### src/rtl/tec_pkg.sv
package tec_pkg;
  // register offsets on the plain register port
  localparam logic [7:0] TEC_OFS_MODE = 8'h00;
  localparam logic [7:0] TEC_OFS_PRESCALE = 8'h04;
  localparam logic [7:0] TEC_OFS_OUTCTRL = 8'h08;
  localparam logic [7:0] TEC_OFS_CMP_A = 8'h0C;
  localparam logic [7:0] TEC_OFS_CMP_B = 8'h10;
  localparam logic [7:0] TEC_OFS_COUNT = 8'h14;
  localparam logic [7:0] TEC_OFS_IRQ_STAT = 8'h18;
  localparam logic [7:0] TEC_OFS_IRQ_MASK = 8'h1C;
  // field positions
  localparam int TEC_MODE_POS = 2;
  localparam int TEC_CLKSEL_POS = 0;
  localparam int TEC_EDGESEL_POS = 4;
  localparam int TEC_OUTEN_POS = 0;
  localparam int TEC_INV_POS = 1;
  localparam int TEC_IRQ_A_POS = 0;
  localparam int TEC_IRQ_B_POS = 1;
  // reset values
  localparam logic [1:0] TEC_MODE_RST = 2'h0;
  localparam logic [7:0] TEC_PRESCALE_RST = 8'h00;
  localparam logic [1:0] TEC_OUTCTRL_RST = 2'h0;
  localparam logic [15:0] TEC_CMP_RST = 16'h0000;
  localparam logic [1:0] TEC_IRQ_RST = 2'h0;
  localparam logic [1:0] TEC_IRQ_MASK_RST = 2'h3;
  // prescaler: divide by 256
  localparam logic [7:0] TEC_PRE_LAST = 8'hFF;
  localparam logic [15:0] TEC_CNT_MAX = 16'hFFFF;

  typedef enum logic [1:0] {
    TEC_OP_STOP = 2'h0,
    TEC_OP_FREE = 2'h1,
    TEC_OP_EDGE_CLR = 2'h2,
    TEC_OP_MATCH_CLR = 2'h3
  } tec_op_t;

  typedef enum logic [1:0] {
    TEC_CLK_PERIPH = 2'h0,
    TEC_CLK_DIV256 = 2'h1,
    TEC_CLK_CASCADE = 2'h2,
    TEC_CLK_EVENT = 2'h3
  } tec_clksel_t;

  // register port request
  typedef struct packed {
    logic wr;
    logic rd;
    logic [7:0] addr;
    logic [15:0] wdata;
  } tec_bus_req_t;
endpackage

### src/rtl/tec_edge_det.sv
`timescale 1ns/100ps
module tec_edge_det (
  input wire logic sys_clk,
  input wire logic rst,
  input wire logic pin_in,
  input wire logic [1:0] edge_sel,
  output logic edge_pulse
);
  import tec_pkg::*;

  logic sync1_q, sync2_q, samp_q, lvl_q;

  // two-flop synchroniser, then one more sample
  always_ff @(posedge sys_clk) begin
    if (rst) begin
      sync1_q <= 1'b0;
      sync2_q <= 1'b0;
      samp_q <= 1'b0;
    end else begin
      sync1_q <= pin_in;
      sync2_q <= sync1_q;
      samp_q <= sync2_q;
    end
  end

  always_ff @(posedge sys_clk) begin
    if (rst) begin
      lvl_q <= 1'b0;
    end else if (sync2_q == samp_q) begin
      lvl_q <= samp_q;
    end
  end

  always_comb begin
    unique case (edge_sel)
      2'h0: edge_pulse = lvl_q & ~samp_q & (sync2_q == samp_q);
      2'h1: edge_pulse = ~lvl_q & samp_q & (sync2_q == samp_q);
      2'h3: edge_pulse = (lvl_q != samp_q) & (sync2_q == samp_q);
      default: edge_pulse = 1'b0;
    endcase
  end
endmodule

### src/rtl/tec_timer.sv
// Operation
// - output control 03H while interval timing gives a square wave on the pin.
// - mode 11 clears on compare A match, counting synchronous with count clock.
// - compare A match in mode 11 clears counter, raises irq A, inverts output.
// - each output half period after the first lasts compare value plus one count clocks; the first lasts M+2.
// - compare B match always raises irq B; software masks it if unused.
// - clock select 11 with mode 11 counts event edges, irq A on match.
// - first event-count irq after M+2 edges, later ones every M+1.
// - event pin edge accepted only after two consecutive equal samples.
// - mode 10 counts; valid edge clears to zero; overflow keeps counting.
// - mode 10 starts counting at once, without waiting for an edge.
// - mode 10 raises irq A and irq B on their compare matches.
// - output enable low forces pin low; invert bit gates toggle, irq stays.
// - clock select picks peripheral clock, divide by 256, cascade, event edge.
// - edge select 00 falling, 01 rising, 11 both; 10 unused.
`timescale 1ns/100ps
module tec_timer (
  input wire logic sys_clk,
  input wire logic rst,
  input tec_pkg::tec_bus_req_t bus_req,
  output logic [15:0] rd_data,
  input wire logic event_in_pin,
  input wire logic cascade_timer_irq,
  output logic timer_out_pin,
  output logic irq
);
  import tec_pkg::*;

  tec_op_t op_mode_q;
  logic [7:0] prescale_mode_q;
  logic [1:0] out_ctrl_q;
  logic [15:0] cmp_a_q, cmp_b_q, cnt_q;
  logic [1:0] irq_stat_q, irq_mask_q;
  logic [7:0] pre_q;
  logic started_q, lvl_q, out_pin_q, irq_q;
  logic [15:0] rd_data_q;
  logic run, tick, ev_edge, edge_clr, hit_a, hit_b, clr_on_a;
  logic out_en, inv_en;
  tec_clksel_t clk_sel;
  logic [1:0] irq_set, irq_clr;

  assign clk_sel = tec_clksel_t'(prescale_mode_q[TEC_CLKSEL_POS +: 2]);
  assign out_en = out_ctrl_q[TEC_OUTEN_POS];
  assign inv_en = out_ctrl_q[TEC_INV_POS];
  assign run = (op_mode_q != TEC_OP_STOP);

  // event pin synchroniser, filter and edge select
  tec_edge_det u_edge (
    .sys_clk(sys_clk),
    .rst(rst),
    .pin_in(event_in_pin),
    .edge_sel(prescale_mode_q[TEC_EDGESEL_POS +: 2]),
    .edge_pulse(ev_edge)
  );

  // register writes
  always_ff @(posedge sys_clk) begin
    if (rst) begin
      op_mode_q <= TEC_OP_STOP;
      prescale_mode_q <= TEC_PRESCALE_RST;
      out_ctrl_q <= TEC_OUTCTRL_RST;
      cmp_a_q <= TEC_CMP_RST;
      cmp_b_q <= TEC_CMP_RST;
      irq_mask_q <= TEC_IRQ_MASK_RST;
    end else if (bus_req.wr) begin
      unique case (bus_req.addr)
        TEC_OFS_MODE: op_mode_q <= tec_op_t'(bus_req.wdata[TEC_MODE_POS +: 2]);
        TEC_OFS_PRESCALE: prescale_mode_q <= bus_req.wdata[7:0] & 8'hF3;
        TEC_OFS_OUTCTRL: out_ctrl_q <= bus_req.wdata[1:0];
        TEC_OFS_CMP_A: cmp_a_q <= bus_req.wdata;
        TEC_OFS_CMP_B: cmp_b_q <= bus_req.wdata;
        TEC_OFS_IRQ_MASK: irq_mask_q <= bus_req.wdata[1:0];
        default: ;
      endcase
    end
  end

  // prescaler for the divide-by-256 clock
  always_ff @(posedge sys_clk) begin
    if (rst || !run) begin
      pre_q <= 8'h00;
    end else begin
      pre_q <= pre_q + 8'h01;
    end
  end

  always_comb begin
    unique case (clk_sel)
      TEC_CLK_PERIPH: tick = 1'b1;
      TEC_CLK_DIV256: tick = (pre_q == TEC_PRE_LAST);
      TEC_CLK_CASCADE: tick = cascade_timer_irq;
      TEC_CLK_EVENT: tick = ev_edge;
    endcase
  end

  // match and clear conditions
  always_comb begin
    // pin edge clears in mode 10
    edge_clr = (op_mode_q == TEC_OP_EDGE_CLR) && ev_edge;
    clr_on_a = (op_mode_q == TEC_OP_MATCH_CLR);
    // compare B matches in every running mode
    hit_a = run && tick && started_q && !edge_clr && (cnt_q == cmp_a_q);
    hit_b = run && tick && started_q && !edge_clr && (cnt_q == cmp_b_q);
  end

  // up counter
  always_ff @(posedge sys_clk) begin
    if (rst || !run) begin
      cnt_q <= 16'h0000;
      started_q <= 1'b0;
    end else if (edge_clr) begin
      cnt_q <= 16'h0000;
      started_q <= 1'b1;
    end else if (tick) begin
      // sync tick gives M+2 first period
      // mode 10 does not wait for an edge
      if (!started_q) begin
        started_q <= 1'b1;
      end else if (clr_on_a && hit_a) begin
        cnt_q <= 16'h0000;
      end else begin
        cnt_q <= cnt_q + 16'h0001;
      end
    end
  end

  // output level; invert on compare A when enabled
  always_ff @(posedge sys_clk) begin
    if (rst) begin
      lvl_q <= 1'b0;
    end else if (!out_en) begin
      lvl_q <= 1'b0;
    end else if (hit_a && inv_en) begin
      lvl_q <= ~lvl_q;
    end
  end

  always_ff @(posedge sys_clk) begin
    if (rst) begin
      out_pin_q <= 1'b0;
    end else begin
      out_pin_q <= out_en & lvl_q;
    end
  end

  // interrupt status sets and write-one clears
  always_comb begin
    irq_set = 2'h0;
    irq_set[TEC_IRQ_A_POS] = hit_a;
    irq_set[TEC_IRQ_B_POS] = hit_b;
    irq_clr = 2'h0;
    if (bus_req.wr && bus_req.addr == TEC_OFS_IRQ_STAT) begin
      irq_clr = bus_req.wdata[1:0];
    end
  end

  // set wins over a clear in the same cycle
  always_ff @(posedge sys_clk) begin
    if (rst) begin
      irq_stat_q <= TEC_IRQ_RST;
    end else begin
      irq_stat_q <= (irq_stat_q & ~irq_clr) | irq_set;
    end
  end

  // level interrupt from unmasked status
  always_ff @(posedge sys_clk) begin
    if (rst) begin
      irq_q <= 1'b0;
    end else begin
      irq_q <= |(irq_stat_q & ~irq_mask_q);
    end
  end

  // read data, one cycle after the strobe
  always_ff @(posedge sys_clk) begin
    if (rst) begin
      rd_data_q <= 16'h0000;
    end else if (bus_req.rd) begin
      unique case (bus_req.addr)
        TEC_OFS_MODE: rd_data_q <= {12'h000, op_mode_q, 2'h0};
        TEC_OFS_PRESCALE: rd_data_q <= {8'h00, prescale_mode_q};
        TEC_OFS_OUTCTRL: rd_data_q <= {14'h0000, out_ctrl_q};
        TEC_OFS_CMP_A: rd_data_q <= cmp_a_q;
        TEC_OFS_CMP_B: rd_data_q <= cmp_b_q;
        TEC_OFS_COUNT: rd_data_q <= cnt_q;
        TEC_OFS_IRQ_STAT: rd_data_q <= {14'h0000, irq_stat_q};
        TEC_OFS_IRQ_MASK: rd_data_q <= {14'h0000, irq_mask_q};
        default: rd_data_q <= 16'h0000;
      endcase
    end else begin
      rd_data_q <= 16'h0000;
    end
  end

  assign rd_data = rd_data_q;
  assign timer_out_pin = out_pin_q;
  assign irq = irq_q;

  // helper: ticks since start or since last compare A match
  logic [16:0] tick_n_q;
  logic first_q;
  always_ff @(posedge sys_clk) begin
    if (rst || !run) begin
      tick_n_q <= 17'h00000;
      first_q <= 1'b1;
    end else if (hit_a) begin
      tick_n_q <= 17'h00000;
      first_q <= 1'b0;
    end else if (tick && !edge_clr) begin
      tick_n_q <= tick_n_q + 17'h00001;
    end
  end
endmodule

### config.mk
export PLATFORM = sky130hd
export DESIGN_NAME = tec_timer
export DESIGN_NICKNAME = d
export VERILOG_FILES = /design/src/rtl/tec_pkg.sv /design/src/rtl/tec_edge_det.sv /design/src/rtl/tec_timer.sv
export SDC_FILE = /design/constraint.sdc
export NUM_CORES = 1
export LEC_CHECK = 0
export BUFFER_PORTS_ARGS = -buffer_cell sky130_fd_sc_hd__buf_4
export CAP_MARGIN = 20
export CORE_AREA = 4 4 100 102
export CTS_BUF_LIST = sky130_fd_sc_hd__clkbuf_16
export CTS_CLUSTER_DIAMETER = 200
export DETAILED_ROUTE_END_ITERATION = 12
export DIE_AREA = 0 0 104 106
export HOLD_SLACK_MARGIN = 0.15
export PLACE_DENSITY = 0.68
export SLEW_MARGIN = 40
export SYNTH_ARGS = -nofsm -noshare
export SYNTH_HDL_FRONTEND = slang
export SYNTH_SLANG_ARGS = --single-unit
### constraint.sdc
create_clock -name sys_clk -period 5.4 [get_ports sys_clk]
set_input_delay 0.27 -clock sys_clk [delete_from_list [all_inputs] [get_ports sys_clk]]
set_output_delay 0.27 -clock sys_clk [all_outputs]
set_load 0.05 [all_outputs]
**Yosys cells after proc, flatten, opt, wreduce, memory -nomap -nowiden**

Index checks and enable logic that the tools add are counted.

- Latch bits: 0
- Memory bits (read-only): 0
- Word-level logic and storage cells: 90
- Bits in writable memories: 0
- Output and inout bits: 18
- Register bits after elaboration: 94
- Memories: 0
- Input bits: 30

- Reductions and logical operators: 28
- $add $sub $neg: 2
- Div/mod/pow operators: 0
- Bitwise logic cells: 16
- Multiply operators: 0
- Order comparisons: 0
- Equal/unequal tests: 19
- Mux-type cells: 7
- Shift operators: 0

Operators with widths:

| kind | number |
|---|---|
| case mux 16 bit (8 select lines) | 1 |
| equality test 16 bit | 2 |
| equality test 8 x 5 -> 1 bit (second input constant) | 4 |
| adder 16 x 1 -> 16 bit (second input constant) | 1 |
| equality test 8 x 4 -> 1 bit (second input constant) | 2 |
| two-way mux 16 bit | 1 |
| AND reduction 2 bit | 7 |
| equality test 2 bit (second input constant) | 5 |
| logical AND 1 bit | 9 |
| adder 8 x 1 -> 8 bit (second input constant) | 1 |
| equality test 8 x 3 -> 1 bit (second input constant) | 1 |
| equality test 8 bit (second input constant) | 1 |
| zero test 8 bit | 1 |
| OR reduction 2 bit | 4 |
| bitwise AND 1 bit | 6 |
| inverter 1 bit | 5 |
| bitwise AND 2 bit | 2 |
| equality test 2 x 1 -> 1 bit (second input constant) | 2 |
| zero test 2 bit | 2 |
| inverter 2 bit | 2 |
| case mux 1 bit (4 select lines) | 1 |
| nonzero test 2 bit | 2 |
| case mux 1 bit (3 select lines) | 1 |
| zero test 1 bit | 2 |
| 6 further kinds | 7 |

**Longest topological paths before layout**

- Word-level depth: 11
- Mapped depth: 8
- Mapped depth without buffers: 7

**Cells and area by module**

Synthesis repeated with hierarchy kept, for this count alone.

- Cells, all modules: 514
- Area, all modules: 4,400.5 µm²

By module, submodules not included:

| module | sequential area each (µm²) | area each (µm²) | instances | cells an instance |
|---|---|---|---|---|
| tec_timer | 1,801.7 | 4,219.0 | 1 | 495 |
| tec_edge_det | 80.1 | 181.4 | 1 | 19 |

**Worst setup path after synthesis**

No wires, ideal clock.

- Kind: register to register
- From: register u_edge.lvl_q
- To: register lvl_q
- Required time: 5,277 ps
- Path buffers: 0
- Slack: 3,082 ps
- Arrival: 2,195 ps
- Clock period less this slack: 2,318 ps
- Library setup time: 123 ps
- Stages on the path, launching flop included: 8
- Cell sequence: dfxtp_1 inv_1 ha_1 nand2b_1 a21o_1 a2111o_1 a2111oi_0 mux2_1

- Longest elaborated chain between the ends: 10

Ends and longest elaborated chain:

| element | RTL line | RTL |
|---|---|---|
| start: declaration | tec_edge_det.sv:11 | `logic sync1_q, sync2_q, samp_q, lvl_q;` |
| start signal: assignment | tec_edge_det.sv:30 | `lvl_q <= samp_q;` |
| inverter 1 bit | tec_edge_det.sv:37 | `2'h1: edge_pulse = ~lvl_q & samp_q & (sync2_q == samp_q);` |
| bitwise AND 1 bit (2 in a row) | tec_edge_det.sv:37 |  |
| case mux 1 bit (3 select lines) (*) | tec_edge_det.sv:35 | `unique case (edge_sel)` |
| case mux 1 bit (4 select lines) | tec_timer.sv:88 | `unique case (clk_sel)` |
| logical AND 1 bit (2 in a row) | tec_timer.sv:102 | `hit_a = run && tick && started_q && !edge_clr && (cnt_q == cmp_a_q);` |
| logical AND 1 bit (*) (2 in a row) | tec_timer.sv:102 |  |
| logical AND 1 bit (*) | tec_timer.sv:133 | `end else if (hit_a && inv_en) begin` |
| end signal: assignment | tec_timer.sv:134 | `lvl_q <= ~lvl_q;` |
| end: declaration | tec_timer.sv:35 | `logic started_q, lvl_q, out_pin_q, irq_q;` |

Every way passes the cells marked *; elsewhere a longest branch is shown, timed or not.
A chain may end at the register's enable or synchronous reset.

**Final worst setup path**

Ends and elaborated chain as after synthesis.

==> flow_metrics.tcl <==
set metrics [dict create \
    status "completed" \
    final_util 0.570 \
    area_growth_pct 16.5 \
    fmax_ghz 0.352 \
    stdcell_count 674 \
    grt_usage 0.215 \
    fin_crit_sh 0.526 \
    power_density_nw_per_um2 282 \
    seq_area_sq_um 1880 \
    drive_gt1_frac 0.135 \
    antennaDiodeCount 0 \
    yosys-top-cells-count "dfxtp_1 (94), nand2_1 (74), a21oi_1 (63)" \
    num-nets-final 592 \
    end_kind "register" \
    ctsResizeCount 0 \
    clk_pin_slew_ns 0.06 \
    totalWireLength_um 11700 \
    cts_tree "yes" \
    pin_count 48 \
    setup_tns_ns 0 \
    coreArea_sq_um 9110 \
    ant_nets 0 \
    htreeDepth 3 \
    port_buffers 47 \
    avgSynthCellArea_sq_um 8.31 \
    final_max_slew_viol_count 0 \
    ys_seq_elements 94 \
    grt_pass1_wl_um 19300 \
    num_rows 35 \
    start_util 0.489 \
    hold_violations 0 \
    synth_edf_count 0 \
    syn-num-nets 570 \
    ir_drop_mv 0.130 \
    pwr-share-comb 0.031 \
    finalSetupViolCount 0 \
    seq_area_frac_synth 0.422 \
    ctsHoldBuffers 0 \
    vias 4058 \
    maxCapViolations 0 \
    multi_input_area_sq_um 2390 \
    yosysTopAreaCell "dfxtp_1" \
    worst_slew_margin_rel 0.538 \
    root_buffer "clkbuf_16" \
    numCtsBuffers 9 \
    drtPass1Iterations 6 \
    p_sw_uw 297 \
    start_kind "register" \
    highest_layer "met4" \
    drc 0 \
    crit_fanout 25 \
    grt_start_max_net_pins 56 \
    final_area_sq_um 5190 \
    drt_iter0_drc 382 \
    critPathKind "register to register" \
    synth_ff_type "dfxtp_1" \
    clock_path_buffers 2 \
    ys_warn_count 0 \
    syn_inst 536 \
    synth_most_common_cell "dfxtp_1" \
    rsz0062_at_grt "no" \
    dp_hpwl_um 8020 \
    dpl_cell_area_sq_um 4850 \
    grt_pass1_vias 3778 \
    required_ns 5.62 \
    antenna_found_initial 0 \
    avgRoutedWirePerCell_um 17.3 \
    synthTopCellsByArea "dfxtp_1 (42%), a21oi_1 (7.1%), xor2_1 (7.1%)" \
    routed-wl-met3_um 601 \
    finalCriticalPeriod_ns 2.84 \
    synth.distinct_cells 51 \
    overflow 0 \
    clkPwrFrac 0.494 \
    cp.arrival_ns 3.06 \
    cellLeakagePower_nw 1.90 \
    ys_async_sr_fraction 0 \
    die_h_um 106 \
    placed_cells 658 \
    worst_slew_pin_slew_ns 0.693 \
    post-cts-setup-buffers 0 \
    hold_path_class "input pin to register" \
    clock-sinks 94 \
    p_int_mw 1.17 \
    hold_slack_ns 0.157 \
    fillerInstances 837 \
    wl_met1_um 5430 \
    insertion_delay_ns 0.34 \
    fin_skew_ns 0.00817 \
    synth_top_area_share 0.422 \
    gp_congestion 0.835 \
    die_w_um 104 \
    die-area_sq_um 11000 \
    dr_wl_met2_um 5430 \
    drt-vias-per-instance 6.02 \
    p_sw_frac 0.203 \
    pwr-share-seq 0.475 \
    synthesis.area_sq_um 4460 \
]
-- critical path, cell delays in order, from the launching register on --
cell,delay [ns]
dfxtp_1,0.37
inv_1,0.06
ha_1,0.29
nand2b_1,0.15
a21o_1,0.21
a2111o_1,0.72
a2111oi_0,0.56
mux2_1,0.37
-- power by group through the flow --
stage / logic, mW / registers [mW] / clock network [mW]
floorplan: 0.0196 / 0.711 / 0
global placement: 0.0445 / 0.711 / 0
detailed placement: 0.0452 / 0.711 / 0
CTS: 0.0454 / 0.695 / 0.735
global route: 0.0496 / 0.695 / 0.760
finish: 0.0457 / 0.695 / 0.723
-- routing by layer --
metal  vias up  track usage
li1       1985            -
met1      1933        0.304
met2       121        0.336
met3        19       0.0267
met4         0       0.0836
met5         -            0
-- registers in the layout (all words and copies together) (netlist names), 2 cells and up --
register and flops:
cmp_a_q 16, cmp_b_q 16, cnt_q 16, irq_mask_q 2, irq_stat_q 2, op_mode_q 2
out_ctrl_q 2, pre_q 8, prescale_mode_q 6, rd_data 16
-- final cells by class --
cell class / instances / share of cell area
Clock buffer: 9 / 0.0434
Clock inverter: 7 / 0.0227
Inverter: 14 / 0.0101
Multi-Input combinational cell: 387 / 0.460
Sequential cell: 94 / 0.362
Tap cell: 111 / 0.0267
Timing Repair Buffer: 52 / 0.0752
-- logic make-up after synthesis --
group                      after synthesis  share of synthesized area
and+or+nand+nor                        207                      0.238
buffers and inverters                   55                     0.0483
muxes                                    4                    0.00926
adders and majority gates                4                     0.0112
DFF                                     94                      0.422
xor gates and xnor gates                37                     0.0727
AOI/OAI and AO/OA                      135                      0.199
-- cells in the final DEF (no fill, tap or decap), types with 3 or more instances in the layout --
cell / count
nor4_1: 8
o21ai_0: 7
nand2_1: 74
xor2_1: 36
nand4_1: 9
nand4b_1: 5
nor2b_1: 9
a22oi_1: 10
nor2_1: 16
a222oi_1: 7
and3_1: 6
ha_1: 4
buf_4: 52
inv_1: 13
a211oi_1: 15
or4_1: 4
o31ai_1: 3
nand2b_1: 6
dfxtp_1: 94
o41ai_1: 7
nand3_1: 45
a211o_1: 5
a21oi_1: 63
mux2i_1: 3
nor3_1: 7
bufinv_16: 3
or3_1: 6
clkbuf_16: 9
-- metrics by stage --
step,worst slack [ns],power [mW]
after floorplan,3.08,0.731
after global placement,2.71,0.756
after detailed placement,2.59,0.756
after CTS,2.58,1.48
after global routing,2.35,1.50
final,2.56,1.46
-- final timing paths --
check                                    start        endpoint  slack (ns)  cells past startpoint
worst max register to register    u_edge.lvl_q           lvl_q        2.56                      7
worst max-delay path              u_edge.lvl_q           lvl_q        2.56                      7
worst min register to register  u_edge.sync1_q  u_edge.sync2_q        0.44                      1
worst min-delay path              event_in_pin  u_edge.sync1_q        0.16                      2
(Power assumes the default switching activity.)
